File: src/rtl/fls_pkg.sv
`default_nettype none

package fls_pkg;

    // ==========================================================
    // Timing.
    localparam int CLK_PERIOD_PS  = 5000;
    localparam int TICK_PERIOD_US = 1000;
    localparam int TICK_CYCLES_DEF = (TICK_PERIOD_US * 1000000) / CLK_PERIOD_PS;
    localparam int TICK_W         = 18;

    // ==========================================================
    // Register byte offsets.
    localparam logic [5:0] OFS_CTRL       = 6'h00;
    localparam logic [5:0] OFS_STATUS     = 6'h04;
    localparam logic [5:0] OFS_WARM_THR   = 6'h08;
    localparam logic [5:0] OFS_SB_NORMAL  = 6'h0C;
    localparam logic [5:0] OFS_SB_LOW     = 6'h10;
    localparam logic [5:0] OFS_SB_HIGH    = 6'h14;
    localparam logic [5:0] OFS_LL_NORMAL  = 6'h18;
    localparam logic [5:0] OFS_LL_LOW     = 6'h1C;
    localparam logic [5:0] OFS_LL_HIGH    = 6'h20;
    localparam logic [5:0] OFS_SMALL_CORR = 6'h24;
    localparam logic [5:0] OFS_NORM_CORR  = 6'h28;
    localparam logic [5:0] OFS_TRACE_CORR = 6'h2C;
    localparam logic [5:0] OFS_LOWPWR_SP  = 6'h30;
    localparam logic [5:0] OFS_IDLE_START = 6'h34;

    // ==========================================================
    // Control and status field positions.
    localparam int CTRL_JOB   = 0;
    localparam int CTRL_LOWP  = 1;
    localparam int CTRL_TMODE = 2;
    localparam int CTRL_TRACE = 4;
    localparam int CTRL_B257  = 5;
    localparam int CTRL_SMALL = 6;
    localparam int CTRL_WIDTH = 16;
    localparam int STAT_HALT_SEEN = 7;

    // ==========================================================
    // Reset values, the eight arrays indexed by variant 0, 1, 2, and the hysteresis.
    localparam logic [2:0][7:0] SB_N_DEF  = {8'hB2, 8'hA5, 8'h99};
    localparam logic [2:0][7:0] SB_L_DEF  = {8'hBC, 8'hAF, 8'hA3};
    localparam logic [2:0][7:0] SB_H_DEF  = {8'hAD, 8'hA0, 8'h94};
    localparam logic [2:0][7:0] LL_N_DEF  = {8'h9E, 8'h91, 8'h85};
    localparam logic [2:0][7:0] LL_L_DEF  = {8'hA8, 8'h9B, 8'h8F};
    localparam logic [2:0][7:0] LL_H_DEF  = {8'h99, 8'h8C, 8'h7B};
    localparam logic [2:0][7:0] WARM_DEF  = {8'h5F, 8'h63, 8'h63};
    localparam logic [2:0][7:0] IDLE_DEF  = {8'hA0, 8'h82, 8'h82};
    localparam logic [7:0] SMALL_DEF  = 8'h0A;
    localparam logic [7:0] NORM_DEF   = 8'h05;
    localparam logic [7:0] TRACE_DEF  = 8'h00;
    localparam logic [7:0] HYST       = 8'h02;

    // ==========================================================
    // Programmable ranges and paper widths.
    localparam logic [7:0] WARM_MIN  = 8'h14;
    localparam logic [7:0] WARM_MAX  = 8'hBE;
    localparam logic [7:0] SB_MIN    = 8'h8C;
    localparam logic [7:0] SB_MAX    = 8'hBE;
    localparam logic [7:0] LL_MIN    = 8'h78;
    localparam logic [7:0] LL_MAX    = 8'hB4;
    localparam logic [7:0] SMALL_MAX = 8'h14;
    localparam logic [7:0] NORM_MAX  = 8'h0A;
    localparam logic [7:0] TRACE_LIM = 8'h0A;
    localparam logic [7:0] IDLE_MIN  = 8'h64;
    localparam logic [7:0] IDLE_MAX  = 8'hA0;
    localparam logic [9:0] WIDTH_297 = 10'h129;
    localparam logic [9:0] WIDTH_257 = 10'h101;

    // ==========================================================
    // Lamp orders: two-bit lamp indices, first lamp in the low bits.
    localparam logic [5:0] ORD_321 = {2'h0, 2'h1, 2'h2};
    localparam logic [5:0] ORD_132 = {2'h1, 2'h2, 2'h0};
    localparam logic [5:0] ORD_231 = {2'h0, 2'h2, 2'h1};
    localparam logic [5:0] ORD_123 = {2'h2, 2'h1, 2'h0};
    localparam logic [5:0] ORD_213 = {2'h2, 2'h0, 2'h1};

    typedef enum logic [2:0] {
        ST_WARM_START,
        ST_WARMUP,
        ST_STANDBY,
        ST_JOB,
        ST_LOWPWR
    } fls_state_t;

endpackage : fls_pkg

`default_nettype wire

File: src/rtl/fls_fuser_ctrl.sv
// Design decisions made here: the address map and register access over Avalon-MM.
`timescale 1ns/1ps
`default_nettype none

module fls_fuser_ctrl
    import fls_pkg::*;
#(
    parameter int VARIANT     = 0,
    parameter int TICK_CYCLES = TICK_CYCLES_DEF,
    parameter logic [7:0] LOWPWR_SP_DEF = 8'h8C
)(
    input  wire logic        core_clk,
    input  wire logic        rstn,
    input  wire logic [5:0]  avs_address,
    input  wire logic        avs_read,
    input  wire logic        avs_write,
    input  wire logic [31:0] avs_writedata,
    input  wire logic [3:0]  avs_byteenable,
    output logic      [31:0] avs_readdata,
    output logic             avs_waitrequest,
    input  wire logic [7:0]  therm_temp,
    output logic      [2:0]  lamp_on,
    output logic             job_halt
);

    localparam bit FAST = (VARIANT == 2);

    // ==========================================================
    // State.
    typedef struct packed {
        logic [7:0]        sync1;
        logic [7:0]        sync2;
        logic [7:0]        temp;
        logic [TICK_W-1:0] tick_cnt;
        fls_state_t        state;
        logic [2:0]        lamps;
        logic [2:0]        keep;
        logic              heat;
        logic              alt;
        logic              wu_lamp1;
        logic              reached;
        logic              halt;
        logic              halt_seen;
        logic [31:0]       ctrl;
        logic [7:0]        warm_thr;
        logic [7:0]        sb_n;
        logic [7:0]        sb_l;
        logic [7:0]        sb_h;
        logic [7:0]        ll_n;
        logic [7:0]        ll_l;
        logic [7:0]        ll_h;
        logic [7:0]        small_c;
        logic [7:0]        norm_c;
        logic [7:0]        trace_c;
        logic [7:0]        lp_sp;
        logic [7:0]        idle_t;
        logic              wait_r;
        logic [31:0]       rdata;
    } fls_st_t;

    localparam fls_st_t RST = '{
        sync1: 8'h00, sync2: 8'h00, temp: 8'h00, tick_cnt: '0,
        state: ST_WARM_START, lamps: 3'h0, keep: 3'h0,
        heat: 1'b0, alt: 1'b0, wu_lamp1: 1'b0, reached: 1'b0,
        halt: 1'b0, halt_seen: 1'b0, ctrl: 32'h0000_0000,
        warm_thr: WARM_DEF[VARIANT], sb_n: SB_N_DEF[VARIANT],
        sb_l: SB_L_DEF[VARIANT], sb_h: SB_H_DEF[VARIANT],
        ll_n: LL_N_DEF[VARIANT], ll_l: LL_L_DEF[VARIANT],
        ll_h: LL_H_DEF[VARIANT], small_c: SMALL_DEF, norm_c: NORM_DEF,
        trace_c: TRACE_DEF, lp_sp: LOWPWR_SP_DEF, idle_t: IDLE_DEF[VARIANT],
        wait_r: 1'b1, rdata: 32'h0000_0000
    };

    fls_st_t s;
    fls_st_t n;

    // ==========================================================
    // Helpers.
    function automatic logic [7:0] clamp8(input logic [7:0] v,
                                          input logic [7:0] lo,
                                          input logic [7:0] hi);
        if (v < lo)
        begin
            return lo;
        end
        if (v > hi)
        begin
            return hi;
        end
        return v;
    endfunction : clamp8

    function automatic logic [2:0] lamp_step(input logic [2:0] lit,
                                             input logic [2:0] tgt,
                                             input logic [5:0] on_o,
                                             input logic [5:0] off_o);
        logic [2:0] r;
        logic       done;
        r    = lit;
        done = 1'b0;
        for (int i = 0; i < 3; i++)
        begin
            if (!done && lit[off_o[2*i +: 2]] && !tgt[off_o[2*i +: 2]])
            begin
                r[off_o[2*i +: 2]] = 1'b0;
                done               = 1'b1;
            end
        end
        for (int i = 0; i < 3; i++)
        begin
            if (!done && !lit[on_o[2*i +: 2]] && tgt[on_o[2*i +: 2]])
            begin
                r[on_o[2*i +: 2]] = 1'b1;
                done              = 1'b1;
            end
        end
        return r;
    endfunction : lamp_step

    // ==========================================================
    // Decoded settings and thresholds.
    logic               tick;
    logic               wr_en;
    logic               rd_cap;
    logic [7:0]         sb_sel;
    logic [7:0]         ll_sel;
    logic               normal_paper;
    logic signed [10:0] corr;
    logic signed [10:0] on_thr;
    logic signed [10:0] smp;
    logic [2:0]         base;
    logic [2:0]         single;
    logic [2:0]         tgt;
    logic [5:0]         on_o;
    logic [5:0]         off_o;

    always_comb
    begin
        tick   = (s.tick_cnt == TICK_W'(TICK_CYCLES - 1));
        wr_en  = avs_write && !s.wait_r;
        rd_cap = avs_read && s.wait_r;
        smp    = $signed({3'h0, s.sync2});
        unique case (s.ctrl[CTRL_TMODE +: 2])
            2'h1:    begin sb_sel = s.sb_l; ll_sel = s.ll_l; end
            2'h2:    begin sb_sel = s.sb_h; ll_sel = s.ll_h; end
            default: begin sb_sel = s.sb_n; ll_sel = s.ll_n; end
        endcase
        normal_paper = s.ctrl[CTRL_WIDTH +: 10] >=
                       (s.ctrl[CTRL_B257] ? WIDTH_257 : WIDTH_297);
        if (s.ctrl[CTRL_TRACE])
        begin
            corr = 11'(signed'(s.trace_c));
        end
        else if (normal_paper)
        begin
            corr = $signed({3'h0, s.norm_c});
        end
        else
        begin
            corr = $signed({3'h0, s.small_c});
        end
        unique case (s.state)
            ST_JOB:    on_thr = $signed({3'h0, sb_sel}) + corr;
            ST_LOWPWR: on_thr = $signed({3'h0, s.lp_sp});
            default:   on_thr = $signed({3'h0, sb_sel});
        endcase
        single = (FAST && s.alt) || (!FAST && s.state == ST_LOWPWR) ?
                 3'h4 : 3'h2;
        if (s.ctrl[CTRL_TRACE] || normal_paper)
        begin
            base  = FAST ? 3'h7 : 3'h5;
            on_o  = ORD_132;
            off_o = ORD_231;
        end
        else
        begin
            unique case (s.ctrl[CTRL_SMALL +: 2])
                2'h0:    begin base = 3'h3; on_o = ORD_123; off_o = ORD_321; end
                2'h1:    begin base = 3'h5; on_o = ORD_132; off_o = ORD_231; end
                default: begin base = 3'h1; on_o = ORD_123; off_o = ORD_231; end
            endcase
        end
        tgt = 3'h0;
        unique case (s.state)
            ST_WARM_START:
            begin
                on_o  = ORD_321;
                off_o = ORD_132;
            end
            ST_WARMUP:
            begin
                tgt   = {!s.reached, !s.reached, s.wu_lamp1};
                on_o  = ORD_321;
                off_o = ORD_132;
            end
            ST_STANDBY, ST_LOWPWR:
            begin
                tgt   = s.heat ? single : 3'h0;
                on_o  = ORD_213;
                off_o = ORD_123;
            end
            ST_JOB:
            begin
                tgt = s.heat ? (base | s.keep) : 3'h0;
            end
        endcase
    end

    // ==========================================================
    // Next state.
    always_comb
    begin
        n          = s;
        n.sync1    = therm_temp;
        n.sync2    = s.sync1;
        n.tick_cnt = tick ? '0 : s.tick_cnt + TICK_W'(1);
        n.wait_r   = !((avs_read || avs_write) && s.wait_r);

        if (rd_cap)
        begin
            unique case (avs_address)
                OFS_CTRL:       n.rdata = s.ctrl;
                OFS_STATUS:     n.rdata = {15'h0000, s.heat, s.temp, s.halt_seen,
                                           s.state, s.halt, s.lamps};
                OFS_WARM_THR:   n.rdata = {24'h000000, s.warm_thr};
                OFS_SB_NORMAL:  n.rdata = {24'h000000, s.sb_n};
                OFS_SB_LOW:     n.rdata = {24'h000000, s.sb_l};
                OFS_SB_HIGH:    n.rdata = {24'h000000, s.sb_h};
                OFS_LL_NORMAL:  n.rdata = {24'h000000, s.ll_n};
                OFS_LL_LOW:     n.rdata = {24'h000000, s.ll_l};
                OFS_LL_HIGH:    n.rdata = {24'h000000, s.ll_h};
                OFS_SMALL_CORR: n.rdata = {24'h000000, s.small_c};
                OFS_NORM_CORR:  n.rdata = {24'h000000, s.norm_c};
                OFS_TRACE_CORR: n.rdata = {24'h000000, s.trace_c};
                OFS_LOWPWR_SP:  n.rdata = {24'h000000, s.lp_sp};
                OFS_IDLE_START: n.rdata = {24'h000000, s.idle_t};
                default:        n.rdata = 32'h0000_0000;
            endcase
        end

        if (wr_en)
        begin
            if (avs_address == OFS_CTRL)
            begin
                for (int b = 0; b < 4; b++)
                begin
                    if (avs_byteenable[b])
                    begin
                        n.ctrl[8*b +: 8] = avs_writedata[8*b +: 8];
                    end
                end
                n.ctrl[15:8]  = 8'h00;
                n.ctrl[31:26] = 6'h00;
            end
            if (avs_byteenable[0])
            begin
                unique case (avs_address)
                    OFS_STATUS:
                    begin
                        if (avs_writedata[STAT_HALT_SEEN])
                        begin
                            n.halt_seen = 1'b0;
                        end
                    end
                    OFS_WARM_THR:   n.warm_thr = clamp8(avs_writedata[7:0],
                                                        WARM_MIN, WARM_MAX);
                    OFS_SB_NORMAL:  n.sb_n = clamp8(avs_writedata[7:0],
                                                    SB_MIN, SB_MAX);
                    OFS_SB_LOW:     n.sb_l = clamp8(avs_writedata[7:0], SB_MIN, SB_MAX);
                    OFS_SB_HIGH:    n.sb_h = clamp8(avs_writedata[7:0], SB_MIN, SB_MAX);
                    OFS_LL_NORMAL:  n.ll_n = clamp8(avs_writedata[7:0], LL_MIN, LL_MAX);
                    OFS_LL_LOW:     n.ll_l = clamp8(avs_writedata[7:0], LL_MIN, LL_MAX);
                    OFS_LL_HIGH:    n.ll_h = clamp8(avs_writedata[7:0], LL_MIN, LL_MAX);
                    OFS_SMALL_CORR: n.small_c = clamp8(avs_writedata[7:0],
                                                       8'h00, SMALL_MAX);
                    OFS_NORM_CORR:  n.norm_c = clamp8(avs_writedata[7:0], 8'h00, NORM_MAX);
                    OFS_TRACE_CORR:
                    begin
                        if ($signed(avs_writedata[7:0]) > $signed(TRACE_LIM))
                        begin
                            n.trace_c = TRACE_LIM;
                        end
                        else if ($signed(avs_writedata[7:0]) < -$signed(TRACE_LIM))
                        begin
                            n.trace_c = -TRACE_LIM;
                        end
                        else
                        begin
                            n.trace_c = avs_writedata[7:0];
                        end
                    end
                    OFS_LOWPWR_SP:  n.lp_sp = avs_writedata[7:0];
                    OFS_IDLE_START: n.idle_t = clamp8(avs_writedata[7:0],
                                                      IDLE_MIN, IDLE_MAX);
                    default:        n.lp_sp = s.lp_sp;
                endcase
            end
        end

        if (tick)
        begin
            n.temp  = s.sync2;
            n.lamps = lamp_step(s.lamps, tgt, on_o, off_o);
            if (smp < on_thr)
            begin
                n.heat = 1'b1;
            end
            else if (smp > on_thr + $signed({3'h0, HYST}))
            begin
                n.heat = 1'b0;
            end
            if (FAST && !s.heat && n.heat)
            begin
                n.alt = !s.alt;
            end
            unique case (s.state)
                ST_WARM_START:
                begin
                    n.wu_lamp1 = smp < $signed({3'h0, s.warm_thr});
                    n.reached  = 1'b0;
                    n.state    = ST_WARMUP;
                end
                ST_WARMUP:
                begin
                    if (smp >= $signed({3'h0, s.warm_thr}))
                    begin
                        n.wu_lamp1 = 1'b0;
                    end
                    if (smp >= $signed({3'h0, sb_sel}))
                    begin
                        n.reached = 1'b1;
                    end
                    if (s.reached && s.lamps == 3'h0)
                    begin
                        n.heat  = 1'b0;
                        n.state = ST_STANDBY;
                    end
                end
                ST_STANDBY:
                begin
                    if (s.ctrl[CTRL_LOWP])
                    begin
                        n.state = ST_LOWPWR;
                    end
                    else if (s.ctrl[CTRL_JOB])
                    begin
                        n.keep  = FAST ? (s.lamps & 3'h6) : 3'h0;
                        n.state = ST_JOB;
                    end
                end
                ST_JOB:
                begin
                    if ((s.lamps & base) == base)
                    begin
                        n.keep = 3'h0;
                    end
                    if (smp < $signed({3'h0, ll_sel}))
                    begin
                        n.halt      = 1'b1;
                        n.halt_seen = 1'b1;
                    end
                    else if (s.halt && smp >= on_thr)
                    begin
                        n.halt = 1'b0;
                    end
                    if (!s.ctrl[CTRL_JOB])
                    begin
                        n.keep  = 3'h0;
                        n.halt  = 1'b0;
                        n.state = ST_STANDBY;
                    end
                end
                ST_LOWPWR:
                begin
                    if (!s.ctrl[CTRL_LOWP])
                    begin
                        n.state = ST_STANDBY;
                    end
                end
            endcase
        end
    end

    // ==========================================================
    // Registers and outputs.
    always_ff @(posedge core_clk or negedge rstn)
    begin
        if (!rstn)
        begin
            s <= RST;
        end
        else
        begin
            s <= n;
        end
    end

    assign lamp_on         = s.lamps;
    assign job_halt        = s.halt;
    assign avs_waitrequest = s.wait_r;
    assign avs_readdata    = s.rdata;

endmodule : fls_fuser_ctrl

`default_nettype wire

File: config.mk
export PLATFORM = sky130hd
export DESIGN_NAME = fls_fuser_ctrl
export DESIGN_NICKNAME = d
export VERILOG_FILES = /design/src/rtl/fls_pkg.sv /design/src/rtl/fls_fuser_ctrl.sv
export SDC_FILE = /design/constraint.sdc
export NUM_CORES = 1
export LEC_CHECK = 0
export ABC_AREA = 0
export BUFFER_PORTS_ARGS = -buffer_cell sky130_fd_sc_hd__buf_2
export CAP_MARGIN = 15
export CORE_ASPECT_RATIO = 2
export CORE_MARGIN = 2
export CORE_UTILIZATION = 55
export DETAILED_ROUTE_END_ITERATION = 8
export HOLD_SLACK_MARGIN = 0.15
export MAX_ROUTING_LAYER = met4
export PLACE_DENSITY = 0.77
export SETUP_SLACK_MARGIN = 0.1
export SLEW_MARGIN = 40
export SYNTH_ARGS = -nofsm -noshare
export SYNTH_HDL_FRONTEND = slang
export SYNTH_SLANG_ARGS = --single-unit
File: constraint.sdc
create_clock -name core_clk -period 4.6 [get_ports core_clk]
set_input_delay 0.92 -clock core_clk [delete_from_list [all_inputs] [get_ports core_clk]]
set_output_delay 0.92 -clock core_clk [all_outputs]
set_load 0.05 [all_outputs]
==> results of run 1 <==
cell usage after synthesis, types with 17 or more instances:
master,count,share of area [%]
inv_1,35,1.2
clkbuf_1,46,1.5
mux2_2,39,3.9
a22oi_1,25,1.7
ha_1,53,5.9
dfrtp_1,155,35
dfstp_2,39,9.2
buf_4,37,2.5
nor2_1,52,1.7
nand3_1,22,0.98
nand2_1,168,5.6
nor3_1,17,0.76
a22o_1,35,2.7
a21oi_1,40,1.8
a31oi_1,19,1.1
o21ai_0,106,4.7
a21o_1,17,1.1
a221oi_1,26,2.0
final cells by class:
class	instances	area (sq um)
clock buffer	17	425
clock inverter	15	190
fill	1704	7220
inverter	36	135
multi-input combinational	852	5840
sequential	194	4900
tap	262	328
timing repair buffer	135	871
registers in the layout, indices dropped and copies added (netlist names):
name,cells
avs_readdata,26
avs_waitrequest,1
job_halt,1
lamp_on,3
n,8
s,155
worst paths after layout:
path	slack (ns)	from	endpoint
max reg2reg	0.16	s[150]	job_halt
min reg2reg	0.35	n[209]	s[209]
max	0.16	s[150]	job_halt
max in group asynchronous	3.21	rstn	s[59]
min	0.35	n[209]	s[209]
min in group asynchronous	0.47	rstn	s[195]
metrics by stage:
stage | util [%] | worst slack, ns | instance area (sq um) | total power, mW
after floorplan | - | 0.176 | 11200 | 2.09
after global placement | 59.3 | -0.108 | 11800 | 2.28
after detailed placement | 59.3 | -0.174 | 11800 | 2.29
after CTS | 62.5 | 0.103 | 12400 | 3.82
after global routing | 63.7 | 0.0402 | 12700 | 3.98
final | 63.7 | 0.163 | 12700 | 3.84
power groups by stage:
stage | Clock (mW) | Combinational, mW | Sequential (mW)
2_1_floorplan | 0 | 0.252 | 1.83
6_report | 1.53 | 0.464 | 1.84
3_3_place_gp | 0 | 0.413 | 1.87
5_1_grt | 1.62 | 0.511 | 1.84
3_5_place_dp | 0 | 0.427 | 1.87
4_1_cts | 1.55 | 0.433 | 1.84
routing by layer:
| layer | track usage (%) | part of all wire, % | vias up |
|---|---|---|---|
| li1 | - | - | 4364 |
| met1 | 36.3 | 33 | 4711 |
| met2 | 61.2 | 51 | 447 |
| met3 | 4.69 | 4.9 | 229 |
| met4 | 31.9 | 11 | 0 |
| met5 | - | 0 | - |
kinds of logic (layout without fill, tap and decap cells):
| logic type | count (synthesis) | in the layout | synth area share [%] |
|---|---|---|---|
| other | 1 | 6 | 0.0335 |
| xor gates and xnor gates | 22 | 22 | 1.72 |
| buffers and inverters | 134 | 203 | 6.03 |
| DFF | 194 | 194 | 43.8 |
| adders and majority gates | 54 | 54 | 6.11 |
| AOI/OAI and AO/OA | 359 | 359 | 21.9 |
| and+or+nand+nor | 361 | 361 | 15.5 |
| muxes | 50 | 50 | 4.91 |
placed cells by master (no fill, tap or decap), drive strengths merged, types with 12 or more instances in the layout:
cell type  netlist  layout
a21o            18      18
a21oi           41      41
a221o           12      12
a221oi          26      26
a22o            35      35
a22oi           25      25
a31oi           19      19
and2            15      15
buf             49     135
clkbuf          49      17
dfrtp          155     155
dfstp           39      39
ha              53      53
inv             35      40
mux2            39      39
nand2          168     168
nand2b          14      14
nand3           22      22
nor2            52      52
nor2b           12      12
nor3            18      18
o21a            14      14
o21ai          115     115
xor2            12      12
timing repair:
item                                    4_1_cts  5_1_grt
pin swaps                                     4       25
cloned                                        0        0
endpoints found under the setup margin        2        2
buffers inserted                              0        8
resized for setup                             9       33
worst max-delay path: stages, from the launching register on:
cell and delay (ns):
dfrtp_1 0.42, ha_4 0.26, o41ai_4 0.37, a32o_1 0.19
buf_6 0.14, mux2i_1 0.09, o21ai_2 0.17, ha_2 0.22
inv_2 0.04, fa_2 0.36, and2b_2 0.24, buf_4 0.13
o2111a_1 0.19, a211oi_2 0.05, o221a_2 0.30, ha_4 0.28
buf_4 0.09, nand4_1 0.16, o31ai_1 0.27, o211ai_1 0.14
a22o_1 0.21
==> summary.md, run 1 <==
| Metric | Value |
|---|---|
| Status | complete, no violations |
| Async SR Flop Fraction | 100% |
| Vias/cell | approximately 6.5 |
| Syn Inst Count | approximately 1,200 |
| Minimum clock period | ~4.4 ns |
| Final Hold Slack | between 0.3 and 0.4 ns |
| CTS tree | built |
| Power per cell area | slightly above 300 nW/um^2 |
| Leak | 5.76 nW |
| H-Tree Depth | 4 |
| Int Power | ~2.7 mW |
| Fmax achieved | 0.225 GHz |
| Total CTS buffers | 17 |
| Nets | between 1,000 and 1,500 |
| Synth Flop Type | dfrtp_1 |
| HPWL Detailed | roughly 28,000 um |
| Site row count | 73 |
| Routed WL | about 37,000 um |
| DIE AREA | between 20,000 and 25,000 sq um |
| CP Capture Type | flop |
| Switch Pwr | ~1.1 mW |
| Clock transition at path regs | approximately 0.08 ns |
| CP max FO | 6 |
| Clk_lat worst skew | 0.47 ns |
| Die width | 105 um |
| Clock power share | between 30% and 40% |
| Dpl cells | 1,471 |
| Antenna Violating Nets Remaining | 0 |
| Post-route clock period utilization | a little over nine tenths |
| Synthesized area per cell | 9.52 sq um |
| # DRC | 0 |
| Hold Buf Count CTS | 0 |
| Post-DR wirelength/cell | roughly 24 um |
| GRT Util Overall | 36.2% |
| Slew headroom | between 40 and 50% |
| CTS sink cnt | approximately 190 |
| Post-synthesis register bit count | a little under 200 |
| Layout area overhead | 13.4% |
| I/O Buffers | 69 |
| Core Box Area | ~20,000 sq um |
| GRT overflow | 0 |
| Die Height | just over 200 um |
| Max-Cap Viols | 0 |
| Comb power frac | between 10% and 20% |
| Final setup fails | 0 |
| Initial Util | 56.2% |
| Root Buffer | clkbuf_16 |
| Max-slew violation count | 0 |
| Number of global-route vias before repair | about 9,700 |
| Fin. Hold Viols | 0 |
| Pre-antenna DRT Iters | 6 |
| Worst hold stages | 0 |
| Clk buf depth | 2 |
| Warnings, synthesis | 0 |
| Gpl congestion | 1.07 |
| Iteration-0 DRC Markers | around 770 |
| WP data arrival | between 4 and 5 ns |
| Reg2Reg Depth | 20 |
| First-pass GRT wire length | between 50,000 and 60,000 um |
| Layout cells sized above 1 | between 20% and 30% |
| Setup TNS | 0 ns |
| Sequential fraction of the synthesis area | 43.8% |
| I/O pin total | 91 |
| VDD IR-drop max | approximately 0.33 mV |
| Clock skew | 0.0110 ns |
| Post-synth EDFFs | 0 |
| Antenna Cells | 0 |
| Worst-Margin Slew | around 0.88 ns |
| RSZ-0062 raised after global routing | true |
| Post-Layout Cell Count | approximately 1,500 |
| Initial antenna violation count | 0 |
| Switch share | 29.1% |
| Netlist cell types | approximately 80 |
| CP required | 4.97 ns |
| Mapped Area | 11,200 sq um |
| DR vias | a little under 10,000 |
| HP Class | reg2reg |
| Startpoint Class | flop |
| Sequential share of power | a little under half |
| Pin count of the biggest net entering global routing | 102 |
| WS Path Type | reg2reg |
No activity file was read; power rests on OpenSTA's default activity.
==> run 2: changes to the inputs <==
--- a/config.mk
+++ b/config.mk
@@ -9,12 +9,12 @@
 export BUFFER_PORTS_ARGS = -buffer_cell sky130_fd_sc_hd__buf_2
 export CAP_MARGIN = 15
 export CORE_ASPECT_RATIO = 2
-export CORE_MARGIN = 2
+export CORE_MARGIN = 4
 export CORE_UTILIZATION = 55
 export DETAILED_ROUTE_END_ITERATION = 8
 export HOLD_SLACK_MARGIN = 0.15
 export MAX_ROUTING_LAYER = met4
-export PLACE_DENSITY = 0.77
+export PLACE_DENSITY = 0.84
 export SETUP_SLACK_MARGIN = 0.1
 export SLEW_MARGIN = 40
 export SYNTH_ARGS = -nofsm -noshare
==> summary.md, run 2 (synthesis results as in run 1) <==
| Metric | Value |
|---|---|
| Minimum clock period | 4.46 ns (+0.0260 ns) |
| Max-Cap Viols | 0 (unchanged) |
| Site row count | 73 (unchanged) |
| Reg2Reg Depth | 21 (+5.0%) |
| Largest Register | s |
| I/O Buffers | 69 (unchanged) |
| Antenna Violating Nets Remaining | 0 (unchanged) |
| Clock transition at path regs | 0.07 ns (about the same) |
| Die width | 109 um (+3.8%) |
| Root Buffer | clkbuf_16 |
| GRT overflow | 0 (unchanged) |
| Die Height | 210 um (+1.9%) |
| WS Path Type | reg2reg |
| Total CTS buffers | 17 (unchanged) |
| Vias/cell | 6.54 (+1.3%) |
| Slew headroom | 38.6% (-2.6 points) |
| Post-DR wirelength/cell | 25.0 um (+3.3%) |
| GRT Util Overall | 35.0% (-1.2 points) |
| Fin. Hold Viols | 0 (unchanged) |
| DR vias | 9,893 (+1.5%) |
| Max reg flops | 155 (unchanged) |
| RSZ-0062 raised after global routing | true |
| Leak | 5.75 nW (-0.16%) |
| # DRC | 0 (unchanged) |
| Critical Path, Cell by Cell | ha_4, o41ai_4, a32o_1, buf_6, mux2i_1, o21ai_1, ha_2, inv_1, fa_2, and2b_2, o21ai_0, or3b_4, a31oi_4, nand3b_1, nor3_2, xor2_1, ha_1, buf_4, a21oi_2, a21oi_2, a31oi_1 |
| Worst-Margin Slew | 0.917 ns (+0.0387 ns) |
| H-Tree Depth | 4 (unchanged) |
| Initial antenna violation count | 0 (unchanged) |
| Gpl congestion | 1.07 (about the same) |
| CP max FO | 5 (-1) |
| Reg-to-reg endpoint | s[166] |
| Util after Layout | 63.4% (-0.38 points) |
| Pre-antenna DRT Iters | 7 (+1) |
| Clk_lat worst skew | 0.47 ns (about the same) |
| Iteration-0 DRC Markers | 971 (+26%) |
| Setup TNS | 0 ns (unchanged) |
| CTS sink cnt | 194 (unchanged) |
| Worst path max stage delay | 0.42 ns (about the same) |
| Power per cell area | 298 nW/um^2 (-1.4%) |
| RR Startpoint | s[134] |
| Post-route clock period utilization | 97.0% (+0.57 points) |
| CTS tree | built |
| FILL cells | 1,650 (-3.2%) |
| Layout cells sized above 1 | 23.1% (+0.043 points) |
| Status | complete, no violations |
| Cell with the most instances on the worst path | a21oi_2 |
| DIE AREA | 22,800 sq um (+5.8%) |
| First-pass GRT wire length | 57,000 um (+1.3%) |
| Fmax achieved | 0.224 GHz (-0.58%) |
| Max-slew violation count | 0 (unchanged) |
| Final setup fails | 0 (unchanged) |
| CP required | 4.99 ns (+0.02 ns) |
| R2r setup slk | 0.14 ns (-0.03 ns) |
| Placed inst area | 11,800 sq um (+0.11%) |
| Clock skew | 0.00996 ns (-0.00109 ns) |
| Number of global-route vias before repair | 9,854 (+1.9%) |
| Commonest non-fill, non-tap cell in the layout | nand2_1 |
| HPWL Detailed | 27,900 um (+0.81%) |
| CP max stage cell | dfrtp_1 |
| I/O pin total | 91 (unchanged) |
| Antenna Cells | 0 (unchanged) |
| HP Class | in2async |
| Core Box Area | 19,900 sq um (unchanged) |
| Final Hold Slack | 0.281 ns (-0.0673 ns) |
| Post-Layout Inst Area | 12,600 sq um (-0.59%) |
| WP data arrival | 4.85 ns (+0.05 ns) |
| VDD IR-drop max | 0.209 mV (-37%) |
| Layout area overhead | 12.7% |
| Startpoint Class | flop |
| Routed WL | 37,900 um (+3.4%) |
| CP Capture Type | flop |
| Clk buf depth | 2 (unchanged) |
| Nets | 1,346 (+0.15%) |
| Pin count of the biggest net entering global routing | 100 (-2.0%) |
| Most frequent cells in the layout | nand2_1 (167), dfrtp_1 (155), o21ai_0 (99) |
| Total Power | 3.76 mW (-2.0%) |
| Initial Util | 56.2% (unchanged) |
run 2: cell types whose count changed in the layout (fill, tap and decap cells not counted), moves of 2 or more:
| cell | previous run | this run |
|---|---|---|
| buf_4 | 63 | 65 |
| o31ai_2 | 1 | 3 |
| nor3_2 | 4 | 6 |
| a21oi_2 | 2 | 4 |
| inv_8 | 1 | 4 |
| clkinv_8 | 5 | 2 |
| ha_1 | 48 | 50 |
| ha_4 | 4 | 1 |
run 2: repair_timing:
action	CTS	global route
hold buffers	0	0
pin swaps	1	16
endpoints found under the hold margin	0	0
endpoints found under the setup margin	2	2
gates cloned	0	0
buffers inserted	0	6
gates resized for setup	6	30
run 2: metal layers:
metal,global-route usage [%],share of wire (%)
met3,7.54,6.2
met1,33.7,32
met4,29.7,11
met5,-,0
met2,58.1,51
run 2: final cells by class:
cell class                      count  area (sq um)  share of cell area (%)
Timing Repair Buffer              137           893                    7.08
Multi-Input combinational cell    852          5780                    45.9
Clock inverter                     14           141                    1.12
Tap cell                          262           328                    2.60
Clock buffer                       18           429                    3.40
Inverter                           36           135                    1.07
Sequential cell                   194          4900                    38.9
run 2: worst max-delay path, delay by kind of cell, from the launching register on:
| family | cells | cell delay, ns |
|---|---|---|
| buffers and inverters | 3 | 0.36 |
| multiplexers | 1 | 0.19 |
| XOR/XNOR | 1 | 0.16 |
| adder cells (fa/ha/maj) | 4 | 1.02 |
| AND/OR/NAND/NOR | 4 | 0.90 |
| flip-flops | 1 | 0.42 |
| AO/OA/AOI/OAI | 8 | 1.34 |
run 2: worst max-delay path by stage:
stage                       from  slack (ns)  depth (start not counted)      to
after detailed placement  s[134]       -0.08                         21  s[166]
after floorplan           s[134]        0.18                         21  s[166]
after CTS                 s[134]        0.10                         21  s[166]
final                     s[134]        0.14                         21  s[166]
after global placement    s[134]        0.03                         20  s[166]
after global routing      s[134]        0.01                         20  s[166]
run 2: through the flow:
stage               std cells  setup slack, ns
floorplan                1180            0.176
global placement         1474           0.0335
detailed placement       1474          -0.0844
CTS                      1506            0.105
global route             1513           0.0117
finish                   1513            0.137
run 2: where the power goes:
group | switching, mW | total, mW | internal, mW | leakage [nW]
registers | 0.0681 | 1.84 | 1.77 | 2.50
logic | 0.296 | 0.471 | 0.175 | 2.98
clock network | 0.736 | 1.46 | 0.720 | 0.275
total | 1.10 | 3.76 | 2.66 | 5.75
